==> src/cbbl_params.svh <==
// Purpose: Shared constants of the bus byte-lane handshake controller.
// Assumes: Included by bare name from the design files.
// Notes:   Definitions only.
`ifndef CBBL_PARAMS_SVH
`define CBBL_PARAMS_SVH
`define CBBL_SIZE_LONG  2'h0
`define CBBL_SIZE_BYTE  2'h1
`define CBBL_SIZE_WORD  2'h2
`define CBBL_SIZE_3BYTE 2'h3
`define CBBL_REM_LONG   3'h4
`define CBBL_ALIGN_LONG 2'h0
`define CBBL_MIN_CYCLE_CLKS 3
`define CBBL_RESP_W     33
`endif

==> src/cbbl_pkg.sv <==
// Purpose: Types of the bus byte-lane handshake controller.
// Assumes: Nothing.
// Notes:   State codes are written out.
package cbbl_pkg;
    typedef enum logic [2:0] {
        CBBL_IDLE  = 3'h0,
        CBBL_START = 3'h1,
        CBBL_WAIT  = 3'h2,
        CBBL_TERM  = 3'h3,
        CBBL_RESP  = 3'h4
    } cbbl_state_type;
    typedef enum logic [1:0] {
        CBBL_PORT8  = 2'h0,
        CBBL_PORT16 = 2'h1,
        CBBL_PORT32 = 2'h2
    } cbbl_port_type;
endpackage

==> src/cbbl_resp_buf.sv <==
// Purpose: Two-entry buffer for completed transfers.
// Assumes: Synchronous consumer with valid and ready.
// Notes:   All outputs are flip-flops; a stall loses no word.
`timescale 1ns/100ps
`default_nettype none
module cbbl_resp_buf #(
    parameter int W = 33
) (
    input  wire logic         clk,
    input  wire logic         rst,
    input  wire logic         in_valid,
    output logic              in_ready,
    input  wire logic [W-1:0] in_data,
    output logic              out_valid,
    input  wire logic         out_ready,
    output logic [W-1:0]      out_data
);
    logic         main_v_q, main_v_d, skid_v_q, skid_v_d, rdy_d;
    logic [W-1:0] main_q, main_d, skid_q, skid_d;

    always_comb begin
        main_v_d = main_v_q;
        main_d   = main_q;
        skid_v_d = skid_v_q;
        skid_d   = skid_q;
        if (skid_v_q) begin
            if (out_ready) begin
                main_d   = skid_q;
                skid_v_d = 1'b0;
            end
        end else if (in_valid) begin
            if (!main_v_q || out_ready) begin
                main_d   = in_data;
                main_v_d = 1'b1;
            end else begin
                skid_d   = in_data;
                skid_v_d = 1'b1;
            end
        end else if (out_ready) begin
            main_v_d = 1'b0;
        end
        rdy_d = !skid_v_d;
    end

    always_ff @(posedge clk or posedge rst) begin
        if (rst) begin
            main_v_q <= 1'b0;
            skid_v_q <= 1'b0;
            main_q   <= '0;
            skid_q   <= '0;
            in_ready <= 1'b0;
        end else begin
            main_v_q <= main_v_d;
            skid_v_q <= skid_v_d;
            main_q   <= main_d;
            skid_q   <= skid_d;
            in_ready <= rdy_d;
        end
    end

    assign out_valid = main_v_q;
    assign out_data  = main_q;
endmodule
`default_nettype wire

==> src/cbbl_bus_ctrl.sv <==
// Purpose: External asynchronous bus controller with dynamic sizing.
// Assumes: Bus inputs are synchronous to clk; one operation at a time.
// Notes:   Results leave through a two-entry buffer.
// Functional notes
// - Size code 01 byte, 10 word, 11 three, 00 long.
// - Writes drive all four data lanes.
// - Move size-code bytes, capped by port and alignment.
// - 32-bit port byte lanes follow low address.
// - Cache hit aborts fetch cycle before address strobe.
// - Early start pulses; not a committed cycle.
// - Instruction prefetches at most every other clock.
// - Address strobe starts cycle; data strobe marks data.
// - No upper limit on acknowledge delay.
// - Cycle lasts three clocks minimum, whole wait states.
// - Late bus error, alone or with halt, after acknowledge honoured.
// - Instruction fetch is long word at aligned address.
`timescale 1ns/100ps
`default_nettype none
`include "cbbl_params.svh"
module cbbl_bus_ctrl
    import cbbl_pkg::*;
(
    input  wire logic        clk,
    input  wire logic        rst,
    input  wire logic        req_valid,
    output logic             req_ready,
    input  wire logic [31:0] req_addr,
    input  wire logic [1:0]  req_size,
    input  wire logic        req_write,
    input  wire logic [31:0] req_wdata,
    input  wire logic        req_fetch,
    input  wire logic        cache_hit,
    output logic             resp_valid,
    input  wire logic        resp_ready,
    output logic [31:0]      resp_data,
    output logic             resp_error,
    output logic [31:0]      bus_addr,
    output logic             size_code_hi,
    output logic             size_code_lo,
    output logic             bus_read,
    output logic             addr_strobe_n,
    output logic             data_strobe_n,
    output logic             early_cycle_start_n,
    output logic             operand_cycle_start_n,
    output logic [31:0]      data_out,
    output logic             data_oe,
    input  wire logic [31:0] data_in,
    input  wire logic        ack_port_hi_n,
    input  wire logic        ack_port_lo_n,
    input  wire logic        bus_error_n,
    input  wire logic        halt_n
);
    cbbl_state_type state_q, state_d;
    cbbl_port_type  port_q, port_d;
    logic [31:0]    addr_q, addr_d, wbuf_q, wbuf_d, rbuf_q, rbuf_d, acc;
    logic [31:0]    dout_d;
    logic [2:0]     rem_q, rem_d, cap, nmov;
    logic [1:0]     lane0, lane;
    logic           write_q, write_d, fetch_q, fetch_d, first_q, first_d;
    logic           err_q, err_d, as_d, ecs_d, ocs_d, oe_d, rdy_d;
    logic           buf_ready;

    // Slaves may answer on any lane, so write bytes are placed where
    // every port width finds its first byte without knowing the port.
    function automatic logic [31:0] wlanes(input logic [31:0] b,
                                           input logic [1:0]  off);
        logic [1:0]  idx;
        logic [31:0] r;
        r = '0;
        for (int j = 0; j < 4; j++) begin
            if (2'(j) >= off) idx = 2'(j) - off;
            else if (j == 1) idx = 2'h1 - {1'b0, off[0]};
            else idx = 2'h0;
            r[8*(3-j) +: 8] = b[8*(3-idx) +: 8];
        end
        return r;
    endfunction

    always_comb begin
        case (port_q)
            CBBL_PORT32: begin
                cap   = 3'h4 - {1'b0, addr_q[1:0]};
                lane0 = addr_q[1:0];
            end
            CBBL_PORT16: begin
                cap   = 3'h2 - {2'h0, addr_q[0]};
                lane0 = {1'b0, addr_q[0]};
            end
            default: begin
                cap   = 3'h1;
                lane0 = 2'h0;
            end
        endcase
        nmov = (rem_q < cap) ? rem_q : cap;
        acc  = rbuf_q;
        lane = lane0;
        for (int i = 0; i < 4; i++) begin
            lane = lane0 + 2'(i);
            if (3'(i) < nmov) acc = {acc[23:0], data_in[8*(3-lane) +: 8]};
        end
    end

    always_comb begin
        state_d = state_q;
        port_d  = port_q;
        addr_d  = addr_q;
        rem_d   = rem_q;
        wbuf_d  = wbuf_q;
        rbuf_d  = rbuf_q;
        write_d = write_q;
        fetch_d = fetch_q;
        first_d = first_q;
        err_d   = err_q;
        case (state_q)
            CBBL_IDLE: if (req_valid && req_ready) begin
                state_d = CBBL_START;
                fetch_d = req_fetch;
                first_d = 1'b1;
                err_d   = 1'b0;
                rbuf_d  = '0;
                if (req_fetch) begin
                    addr_d  = {req_addr[31:2], `CBBL_ALIGN_LONG};
                    rem_d   = `CBBL_REM_LONG;
                    write_d = 1'b0;
                end else begin
                    addr_d  = req_addr;
                    rem_d   = (req_size == `CBBL_SIZE_LONG) ?
                              `CBBL_REM_LONG : {1'b0, req_size};
                    write_d = req_write;
                end
                wbuf_d = req_wdata << (8 * (4 - 32'(rem_d)));
            end
            CBBL_START: begin
                // The idle cycle after an abort keeps fetch starts apart.
                if (fetch_q && cache_hit) state_d = CBBL_IDLE;
                else state_d = CBBL_WAIT;
            end
            CBBL_WAIT: begin
                // Wait states are added without limit until an answer.
                if (!ack_port_hi_n || !ack_port_lo_n || !bus_error_n) begin
                    state_d = CBBL_TERM;
                end
                if (!ack_port_hi_n && !ack_port_lo_n) port_d = CBBL_PORT32;
                else if (!ack_port_hi_n) port_d = CBBL_PORT16;
                else port_d = CBBL_PORT8;
            end
            CBBL_TERM: begin
                // Bus error and halt are sampled one clock after the
                // acknowledge so that late assertions still count.
                first_d = 1'b0;
                if (!bus_error_n && !halt_n) begin
                    state_d = CBBL_START;
                end else if (!bus_error_n) begin
                    err_d   = 1'b1;
                    state_d = CBBL_RESP;
                end else begin
                    rbuf_d = acc;
                    wbuf_d = wbuf_q << (8 * 32'(nmov));
                    addr_d = addr_q + 32'(nmov);
                    rem_d  = rem_q - nmov;
                    state_d = (rem_q == nmov) ? CBBL_RESP : CBBL_START;
                end
            end
            CBBL_RESP: if (buf_ready) state_d = CBBL_IDLE;
            default: state_d = CBBL_IDLE;
        endcase
        rdy_d  = (state_d == CBBL_IDLE);
        ecs_d  = (state_d == CBBL_START);
        ocs_d  = (state_d == CBBL_START) && first_d;
        as_d   = (state_d == CBBL_WAIT) || (state_d == CBBL_TERM);
        oe_d   = write_d && (ecs_d || as_d);
        dout_d = wlanes(wbuf_d, addr_d[1:0]);
    end

    always_ff @(posedge clk or posedge rst) begin
        if (rst) begin
            state_q <= CBBL_IDLE;
            port_q  <= CBBL_PORT8;
            addr_q  <= '0;
            rem_q   <= `CBBL_REM_LONG;
            wbuf_q  <= '0;
            rbuf_q  <= '0;
            write_q <= 1'b0;
            fetch_q <= 1'b0;
            first_q <= 1'b0;
            err_q   <= 1'b0;
            req_ready             <= 1'b0;
            addr_strobe_n         <= 1'b1;
            data_strobe_n         <= 1'b1;
            early_cycle_start_n   <= 1'b1;
            operand_cycle_start_n <= 1'b1;
            bus_read              <= 1'b1;
            data_oe               <= 1'b0;
            data_out              <= '0;
        end else begin
            state_q <= state_d;
            port_q  <= port_d;
            addr_q  <= addr_d;
            rem_q   <= rem_d;
            wbuf_q  <= wbuf_d;
            rbuf_q  <= rbuf_d;
            write_q <= write_d;
            fetch_q <= fetch_d;
            first_q <= first_d;
            err_q   <= err_d;
            req_ready             <= rdy_d;
            addr_strobe_n         <= !as_d;
            data_strobe_n         <= !as_d;
            early_cycle_start_n   <= !ecs_d;
            operand_cycle_start_n <= !ocs_d;
            bus_read              <= !write_d;
            data_oe               <= oe_d;
            data_out              <= dout_d;
        end
    end

    assign bus_addr     = addr_q;
    assign size_code_hi = rem_q[1];
    assign size_code_lo = rem_q[0];

    cbbl_resp_buf #(
        .W (`CBBL_RESP_W)
    ) u_resp_buf (
        .clk       (clk),
        .rst       (rst),
        .in_valid  (state_q == CBBL_RESP),
        .in_ready  (buf_ready),
        .in_data   ({err_q, rbuf_q}),
        .out_valid (resp_valid),
        .out_ready (resp_ready),
        .out_data  ({resp_error, resp_data})
    );
endmodule
`default_nettype wire

==> config.mk <==
export PLATFORM = sky130hd
export DESIGN_NAME = cbbl_bus_ctrl
export DESIGN_NICKNAME = d
export VERILOG_FILES = /design/src/cbbl_pkg.sv /design/src/cbbl_resp_buf.sv /design/src/cbbl_bus_ctrl.sv
export VERILOG_INCLUDE_DIRS = /design/src
export SDC_FILE = /design/constraint.sdc
export NUM_CORES = 1
export LEC_CHECK = 0
export ABC_AREA = 0
export BUFFER_PORTS_ARGS = -buffer_cell sky130_fd_sc_hd__buf_2
export CAP_MARGIN = 20
export CELL_PAD_IN_SITES_DETAIL_PLACEMENT = 1
export CELL_PAD_IN_SITES_GLOBAL_PLACEMENT = 1
export CORE_MARGIN = 8
export CORE_UTILIZATION = 30
export DETAILED_ROUTE_END_ITERATION = 12
export PLACE_DENSITY = 0.72
export SLEW_MARGIN = 10
export SYNTH_ARGS = -nofsm -noshare
export SYNTH_HDL_FRONTEND = slang
export SYNTH_SLANG_ARGS = --single-unit
==> constraint.sdc <==
create_clock -name clk -period 6.5 [get_ports clk]
set_input_delay 0.325 -clock clk [delete_from_list [all_inputs] [get_ports clk]]
set_output_delay 0.325 -clock clk [all_outputs]
set_load 0.02 [all_outputs]
Word level (Yosys, flattened, before mapping) --
Cells that the tools add are included.
Cells by class: equality and inequality tests 17, add/subtract/negate cells 21, bitwise operators 2, mux-type cells 62, reduce and logical (&&, ||, !) cells 35, shift-type cells 10, $lt $le $gt $ge 9
Operators with widths (number):
- $mux 32 | 13
- $shiftx 32x33->8 | 8
- $pmux 32 s2 | 3
- $mux 33 | 4
- $mux 3 | 14
- $add 32x3->32 | 1
- $shl 32x32->32 | 1
- $shl 32x6->32 | 1
- $sub 2x2->3 const A | 8
- $mux 1 | 15
- $pmux 3 s5 | 1
- $mux 2 | 7
- $eq 3x2->1 const B | 4
- $ne 2x2->1 const B | 6
- $pmux 3 s2 | 2
- $logic_not 1->1 | 10
- $reduce_and 3->1 | 3
- $reduce_and 4->1 | 2
- $reduce_bool 2->1 | 4
- $eq 3x1->1 const B | 2
- $logic_and 1x1->1 | 6
- $logic_not 3->1 | 2
- $lt 1x3->1 const A | 2
- $lt 2x3->1 const A | 2
- other kinds (24) | 35
Word-level totals: word-level logic and storage cells 180, register bits 215

Depth between registers and ports, before layout --
depth in word-level cells 13, mapped depth 26, gate-level depth less buffers 20

Hierarchy --
From an unflattened synthesis, not the netlist that was laid out.
Unflattened totals: cells, all modules 1254, area, all modules 12858.6 µm²
By module, submodules not included:
- cbbl_bus_ctrl | area an instance 9865.7 µm², instances 1, cells each 1064
- cbbl_resp_buf | area an instance 2992.9 µm², instances 1, cells each 190

Least setup slack after synthesis --
OpenSTA, ideal clock, no wires.
path type register to register, start point reg addr_q[0] (netlist: bus_addr[0]), end point reg data_out[13], arrival time 5561 ps, path slack 801 ps, path buffers 6, library setup time 138 ps, clock period less this slack 5699 ps, stages on the path, launching flop included 24, data required time 6362 ps, cell sequence dfrtp_1 > inv_1 > clkbuf_1 > ha_1 > and2_1 > o21ai_1 > ha_1 > o21a_1 > o211a_1 > or2_1 > buf_6 > clkinv_8 > buf_2 > buf_2 > clkbuf_1 > ha_1 > inv_1 > fa_1 > nor2_1 > a31oi_1 > o21a_1 > ha_1 > clkbuf_1 > mux4_2
On the way: cells in the longest elaborated chain, start to end 12, elaborated cells on any way between the ends 19, classes of those cells 5 x add/sub; 2 x order compare; 2 x shift; 10 x mux
Ends and longest elaborated chain:
- start, declared | RTL line cbbl_bus_ctrl.sv:55 | logic [31:0] addr_q, addr_d, wbuf_q, wbuf_d, rbuf_q, rbuf_d, acc;
- start signal, assigned | RTL line cbbl_bus_ctrl.sv:198 | addr_q <= addr_d;
- $sub 3x2->3 or $sub 2x1->3 (tied branches) | RTL line cbbl_bus_ctrl.sv:82, cbbl_bus_ctrl.sv:86
- $pmux 3 s2 | RTL line cbbl_bus_ctrl.sv:80 | case (port_q)
- $lt 3x3->1 | RTL line cbbl_bus_ctrl.sv:94 | nmov = (rem_q < cap) ? rem_q : cap;
- $mux 3 | RTL line cbbl_bus_ctrl.sv:94
- $add 32x3->32 | RTL line cbbl_bus_ctrl.sv:159 | addr_d = addr_q + 32'(nmov);
- $mux 32 | RTL line cbbl_bus_ctrl.sv:153 | end else if (!bus_error_n) begin
- $mux 32 | RTL line cbbl_bus_ctrl.sv:151 | if (!bus_error_n && !halt_n) begin
- $pmux 32 s2 | RTL line cbbl_bus_ctrl.sv:114 | case (state_q)
- $sub 2x2->2 or $ge 2x2->1 (tied branches) | RTL line cbbl_bus_ctrl.sv:71 | if (2'(j) >= off) idx = 2'(j) - off;
- $mux 2 | RTL line cbbl_bus_ctrl.sv:71
- $sub 2x2->3 | RTL line cbbl_bus_ctrl.sv:74 | r[8*(3-j) +: 8] = b[8*(3-idx) +: 8];
- $shiftx 32x33->8 * | RTL line cbbl_bus_ctrl.sv:74
- net dout_d[13] | RTL line cbbl_bus_ctrl.sv:56 | logic [31:0] dout_d;
- end signal, assigned | RTL line cbbl_bus_ctrl.sv:213 | data_out <= dout_d;
- end, declared | RTL line cbbl_bus_ctrl.sv:45 | output logic [31:0] data_out,
The timed path passes the listed nets; every way through them passes the cells marked *. The select of a mux whose other input is x is not followed. A chain may end at the register's enable or synchronous reset.

Final worst setup path --
start point reg addr_q[0] (netlist: bus_addr[0]), end point reg data_out[27]
On the way: cells in the longest elaborated chain, start to end 12, elaborated cells on any way between the ends 19, classes of those cells 5 x add/sub; 2 x order compare; 2 x shift; 10 x mux
Ends and longest elaborated chain (RTL line):
- $sub 3x2->3 or $sub 2x1->3 (tied branches) | cbbl_bus_ctrl.sv:82, cbbl_bus_ctrl.sv:86
- $pmux 3 s2 | cbbl_bus_ctrl.sv:80
- $lt 3x3->1 | cbbl_bus_ctrl.sv:94
- $mux 3 | cbbl_bus_ctrl.sv:94
- $add 32x3->32 | cbbl_bus_ctrl.sv:159
- $mux 32 | cbbl_bus_ctrl.sv:153
- $mux 32 | cbbl_bus_ctrl.sv:151
- $pmux 32 s2 | cbbl_bus_ctrl.sv:114
- $sub 1x2->2 or $ge 1x2->1 (tied branches) | cbbl_bus_ctrl.sv:71
- $mux 2 | cbbl_bus_ctrl.sv:71
- $sub 2x2->3 | cbbl_bus_ctrl.sv:74
- $shiftx 32x33->8 * | cbbl_bus_ctrl.sv:74
- net dout_d[27] | cbbl_bus_ctrl.sv:56
Marked as above.

==> flow_metrics.py <==
metrics = {
    "pwr": {
        "power.leakage_uw": 0.006691,
        "power_density_nw_per_um2": 495.6,
        "vdd.ir_drop.worst_uv": 282.3,
        "power_frac_clock_pct": 19.5,
        "seq_power_share_pct": 30.2,
        "p_switching_uw": 3433,
        "finalPower_uw": 7335,
        "sw_frac_of_total_pct": 46.81,
        "power_frac_comb_pct": 50.4,
        "p_int_uw": 3901,
    },
    "placement": {
        "place.gp.congestion": 0.9025,
        "hpwl_um": 32780,
        "portBuffers": 215,
        "dpl_worst_slack_ps": 542.7,
        "post-place-cells": 1986,
    },
    "timing": {
        "period_share_pct": 93.18,
        "finalClockSkew_ps": 19.76,
        "fmax_mhz": 165.1,
        "drv_slew": 0,
        "final.min_clock_period_ps": 6057,
        "hold_viol": 0,
        "worst_slack_ps": 443.4,
        "whs_ps": 38.34,
        "finalSetupTns_ps": 0,
        "rsz0062_at_grt": "no",
        "max-slew-margin-rel_pct": 26.16,
        "worst_slew_pin_slew_ps": 1099,
        "finalSetupViolCount": 0,
    },
    "global_route": {
        "grt_pass1_wl_um": 70250,
        "first_global_vias": 11613,
        "overflow": 0,
        "grt_max_degree": 80,
        "grt_usage_pct": 18.18,
        "grt_antenna_before_repair": 6,
    },
    "setup_path": {
        "rr_endpoint": "data_out[27]$_DFF_PP0_",
        "cp-start-kind": "register",
        "crit_path_max_fanout": 63,
        "crit_top_cell": "ha_1",
        "cp.required_ps": 6930,
        "crit_slowest_cell": "ha_1",
        "rr_worst_depth": 19,
        "r2r_start": "bus_addr[0]$_DFF_PP0_",
        "critPathCaptureType": "register",
        "max_stage_delay_ps": 800,
        "crit_arrival_ps": 6480,
        "path_cells": "inv_1 -> ha_1 -> and2_1 -> o21ai_1 -> ha_1 -> o21a_1 -> o211a_1 -> or2_1 -> clkinv_8 -> ha_1 -> inv_1 -> fa_1 -> nor2_1 -> a31oi_1 -> o21a_1 -> ha_1 -> nand3_1 -> o22ai_1 -> nor3_1",
        "worstSetupPathType": "register to register",
        "rrSetupSlack_ps": 440,
    },
    "cts": {
        "cts_tree": "built",
        "clk-insertion-delay-late_ps": 550,
        "clock_path_buffers": 3,
        "clock-sinks": 214,
        "clk_root_buffer_cell": "clkbuf_16",
        "post_cts_resized": 0,
        "cts_buffers": 27,
        "clkTransAtPathRegs_ps": 60,
        "htree_levels": 1,
    },
    "final_layout": {
        "syn_to_final_growth_pct": 19.04,
        "n_fill_cell": 4718,
        "nNetsFinal": 1611,
        "layoutNonFillerInstCount": 2038,
        "drive_gt1_share_pct": 24.90,
    },
    "hold_path": {
        "min_to": "port_q[0]$_DFFE_PP0P_",
        "holdPathStages": 2,
        "hold_path_class": "input pin to register",
        "min_from": "ack_port_hi_n",
    },
    "synth": {
        "post_synth.cell_area_avg_um2": 9.477,
        "ys_warn_count": 0,
        "synthArstFlopShare_pct": 100.0,
        "synthFlopType": "dfrtp_1",
        "synth_edf_count": 0,
        "synth.cell_area_um2": 12430,
        "ys_ff_latch": 214,
        "synth_cells": 1312,
        "synth_cell_type_count": 78,
        "syn_nets": 1438,
        "synth-seq-area-share_pct": 43.12,
    },
    "drt": {
        "wl_per_cell_um": 22.20,
        "drcViolationCount": 0,
        "wirelength_um": 45240,
        "ant_nets": 0,
        "dr.pass1.iters": 5,
        "vias": 11273,
        "drtIter0Drc": 771,
        "viasPerCell": 5.531,
    },
    "floorplanning": {
        "pin_count": 216,
        "die_height_um": 219.6,
        "die_x_um": 219.6,
        "rows": 74,
        "initial_core_util_pct": 30.45,
        "dieArea_um2": 48210,
        "core-area_um2": 40830,
    },
    "status": {
        "outcome": "finished clean",
    },
    "run": {
        "cap_violations": 0,
    },
}
sequential cells by signal, indices dropped and copies added, names as in the netlist:
signal / cells
fetch_q: 1
u_resp_buf.in_ready: 1
write_q: 1
state_q: 3
bus_addr: 32
err_q: 1
early_cycle_start_n: 1
data_out: 32
operand_cycle_start_n: 1
rbuf_q: 32
wbuf_q: 32
bus_read: 1
u_resp_buf.skid_q: 33
u_resp_buf.skid_v_q: 1
rem_q: 3
data_oe: 1
port_q: 2
u_resp_buf.out_valid: 1
u_resp_buf.out_data: 33
data_strobe_n: 1
req_ready: 1
cell type report:
class | count | area (µm²) | area share, %
multi-input combinational | 970 | 6529 | 44.11
sequential | 214 | 5363 | 36.23
timing repair buffer | 235 | 1241 | 8.386
clock buffer | 37 | 743.2 | 5.022
tap | 532 | 665.6 | 4.497
inverter | 37 | 161.4 | 1.091
clock inverter | 9 | 87.58 | 0.5918
antenna | 4 | 10.01 | 0.06763
worst max-delay path, delay by kind of cell (launching register included):
family | cells | cell delay (ps)
flip-flops | 1 | 460
buffers and inverters | 3 | 650
adder cells (fa/ha/maj) | 5 | 2180
AND/OR/NAND/NOR | 5 | 1130
AO/OA/AOI/OAI | 6 | 1480
cell families (layout without fill, tap and decap cells):
logic type	Yosys count	count (layout)	synth area share, %
mux	163	163	15.37
other cells	0	4	0
xor+xnor	3	3	0.2114
simple gates	388	388	14.19
fa+ha+maj	17	17	1.832
compound gates	399	399	20.58
buf+inv	128	318	4.700
flops	214	214	43.12
cells in the final DEF (no fill, tap or decap), drive strengths merged, types with 6 or more instances in the layout:
| master | netlist | layout |
|---|---|---|
| a211oi | 7 | 7 |
| a21o | 10 | 10 |
| a21oi | 86 | 86 |
| a221o | 20 | 20 |
| a221oi | 6 | 6 |
| a22oi | 19 | 19 |
| a31oi | 8 | 8 |
| a32oi | 6 | 6 |
| and3 | 10 | 10 |
| buf | 40 | 234 |
| clkbuf | 51 | 37 |
| clkinv | 2 | 8 |
| dfrtp | 209 | 209 |
| ha | 15 | 15 |
| inv | 35 | 36 |
| mux2 | 43 | 43 |
| mux2i | 102 | 102 |
| mux4 | 18 | 18 |
| nand2 | 169 | 169 |
| nand3 | 47 | 47 |
| nor2 | 106 | 106 |
| nor2b | 7 | 7 |
| nor3 | 19 | 19 |
| o211ai | 10 | 10 |
| o21ai | 142 | 142 |
| o221ai | 10 | 10 |
| o22ai | 33 | 33 |
| o31ai | 11 | 11 |
synth_stat cells, types with 18 or more instances:
cell type	number	area, µm²
buf_2	23	115.1
mux4_2	18	405.4
a22oi_1	19	142.6
mux2i_1	102	1021
dfrtp_1	209	5230
a21oi_1	86	430.4
o22ai_1	33	206.5
nor3_1	19	95.09
a221o_1	20	200.2
o21ai_0	133	665.6
nand3_1	46	230.2
inv_1	31	116.4
mux2_2	43	484.2
clkbuf_1	51	191.4
nor2_1	102	382.9
nand2_1	166	623.1
how the worst max path moves through the flow:
stage | from | endpoint | cells past startpoint
after global placement | bus_addr[0]$_DFF_PP0_ | data_out[29]$_DFF_PP0_ | 19
final | bus_addr[0]$_DFF_PP0_ | data_out[27]$_DFF_PP0_ | 19
after floorplan | rst | bus_addr[0]$_DFF_PP0_ | 1
after detailed placement | bus_addr[0]$_DFF_PP0_ | data_out[29]$_DFF_PP0_ | 19
after global routing | bus_addr[0]$_DFF_PP0_ | data_out[28]$_DFF_PP0_ | 19
after CTS | bus_addr[0]$_DFF_PP0_ | data_out[27]$_DFF_PP0_ | 19
per-stage QoR:
step	util (%)	area (µm²)
floorplan	-	12430
global placement	34.11	13930
detailed placement	34.11	13930
CTS	36.17	14770
global route	36.24	14800
finish	36.25	14800
power groups by stage:
stage          combinational [µW]  sequential (µW)  clock, µW
6_report                     3690             2210       1430
5_1_grt                      4030             2280       1510
4_1_cts                      3710             2210       1460
3_5_place_dp                 3670             2230          0
3_3_place_gp                 3570             2210          0
2_1_floorplan                2280             2430          0
repair_timing:
item / in CTS / in global routing
setup buffers: 0 / 0
hold buffers: 1 / 0
setup endpoints to repair: 0 / 0
hold endpoints to repair: 77 / 0
per-layer routing:
| layer | track usage (%) | wire [µm] |
|---|---|---|
| met5 | 0 | 21 |
| met4 | 5.457 | 1275 |
| met2 | 29.55 | 21390 |
| met1 | 24.31 | 19930 |
| met3 | 3.524 | 2617 |
No activity file was read; power rests on OpenSTA's default activity.
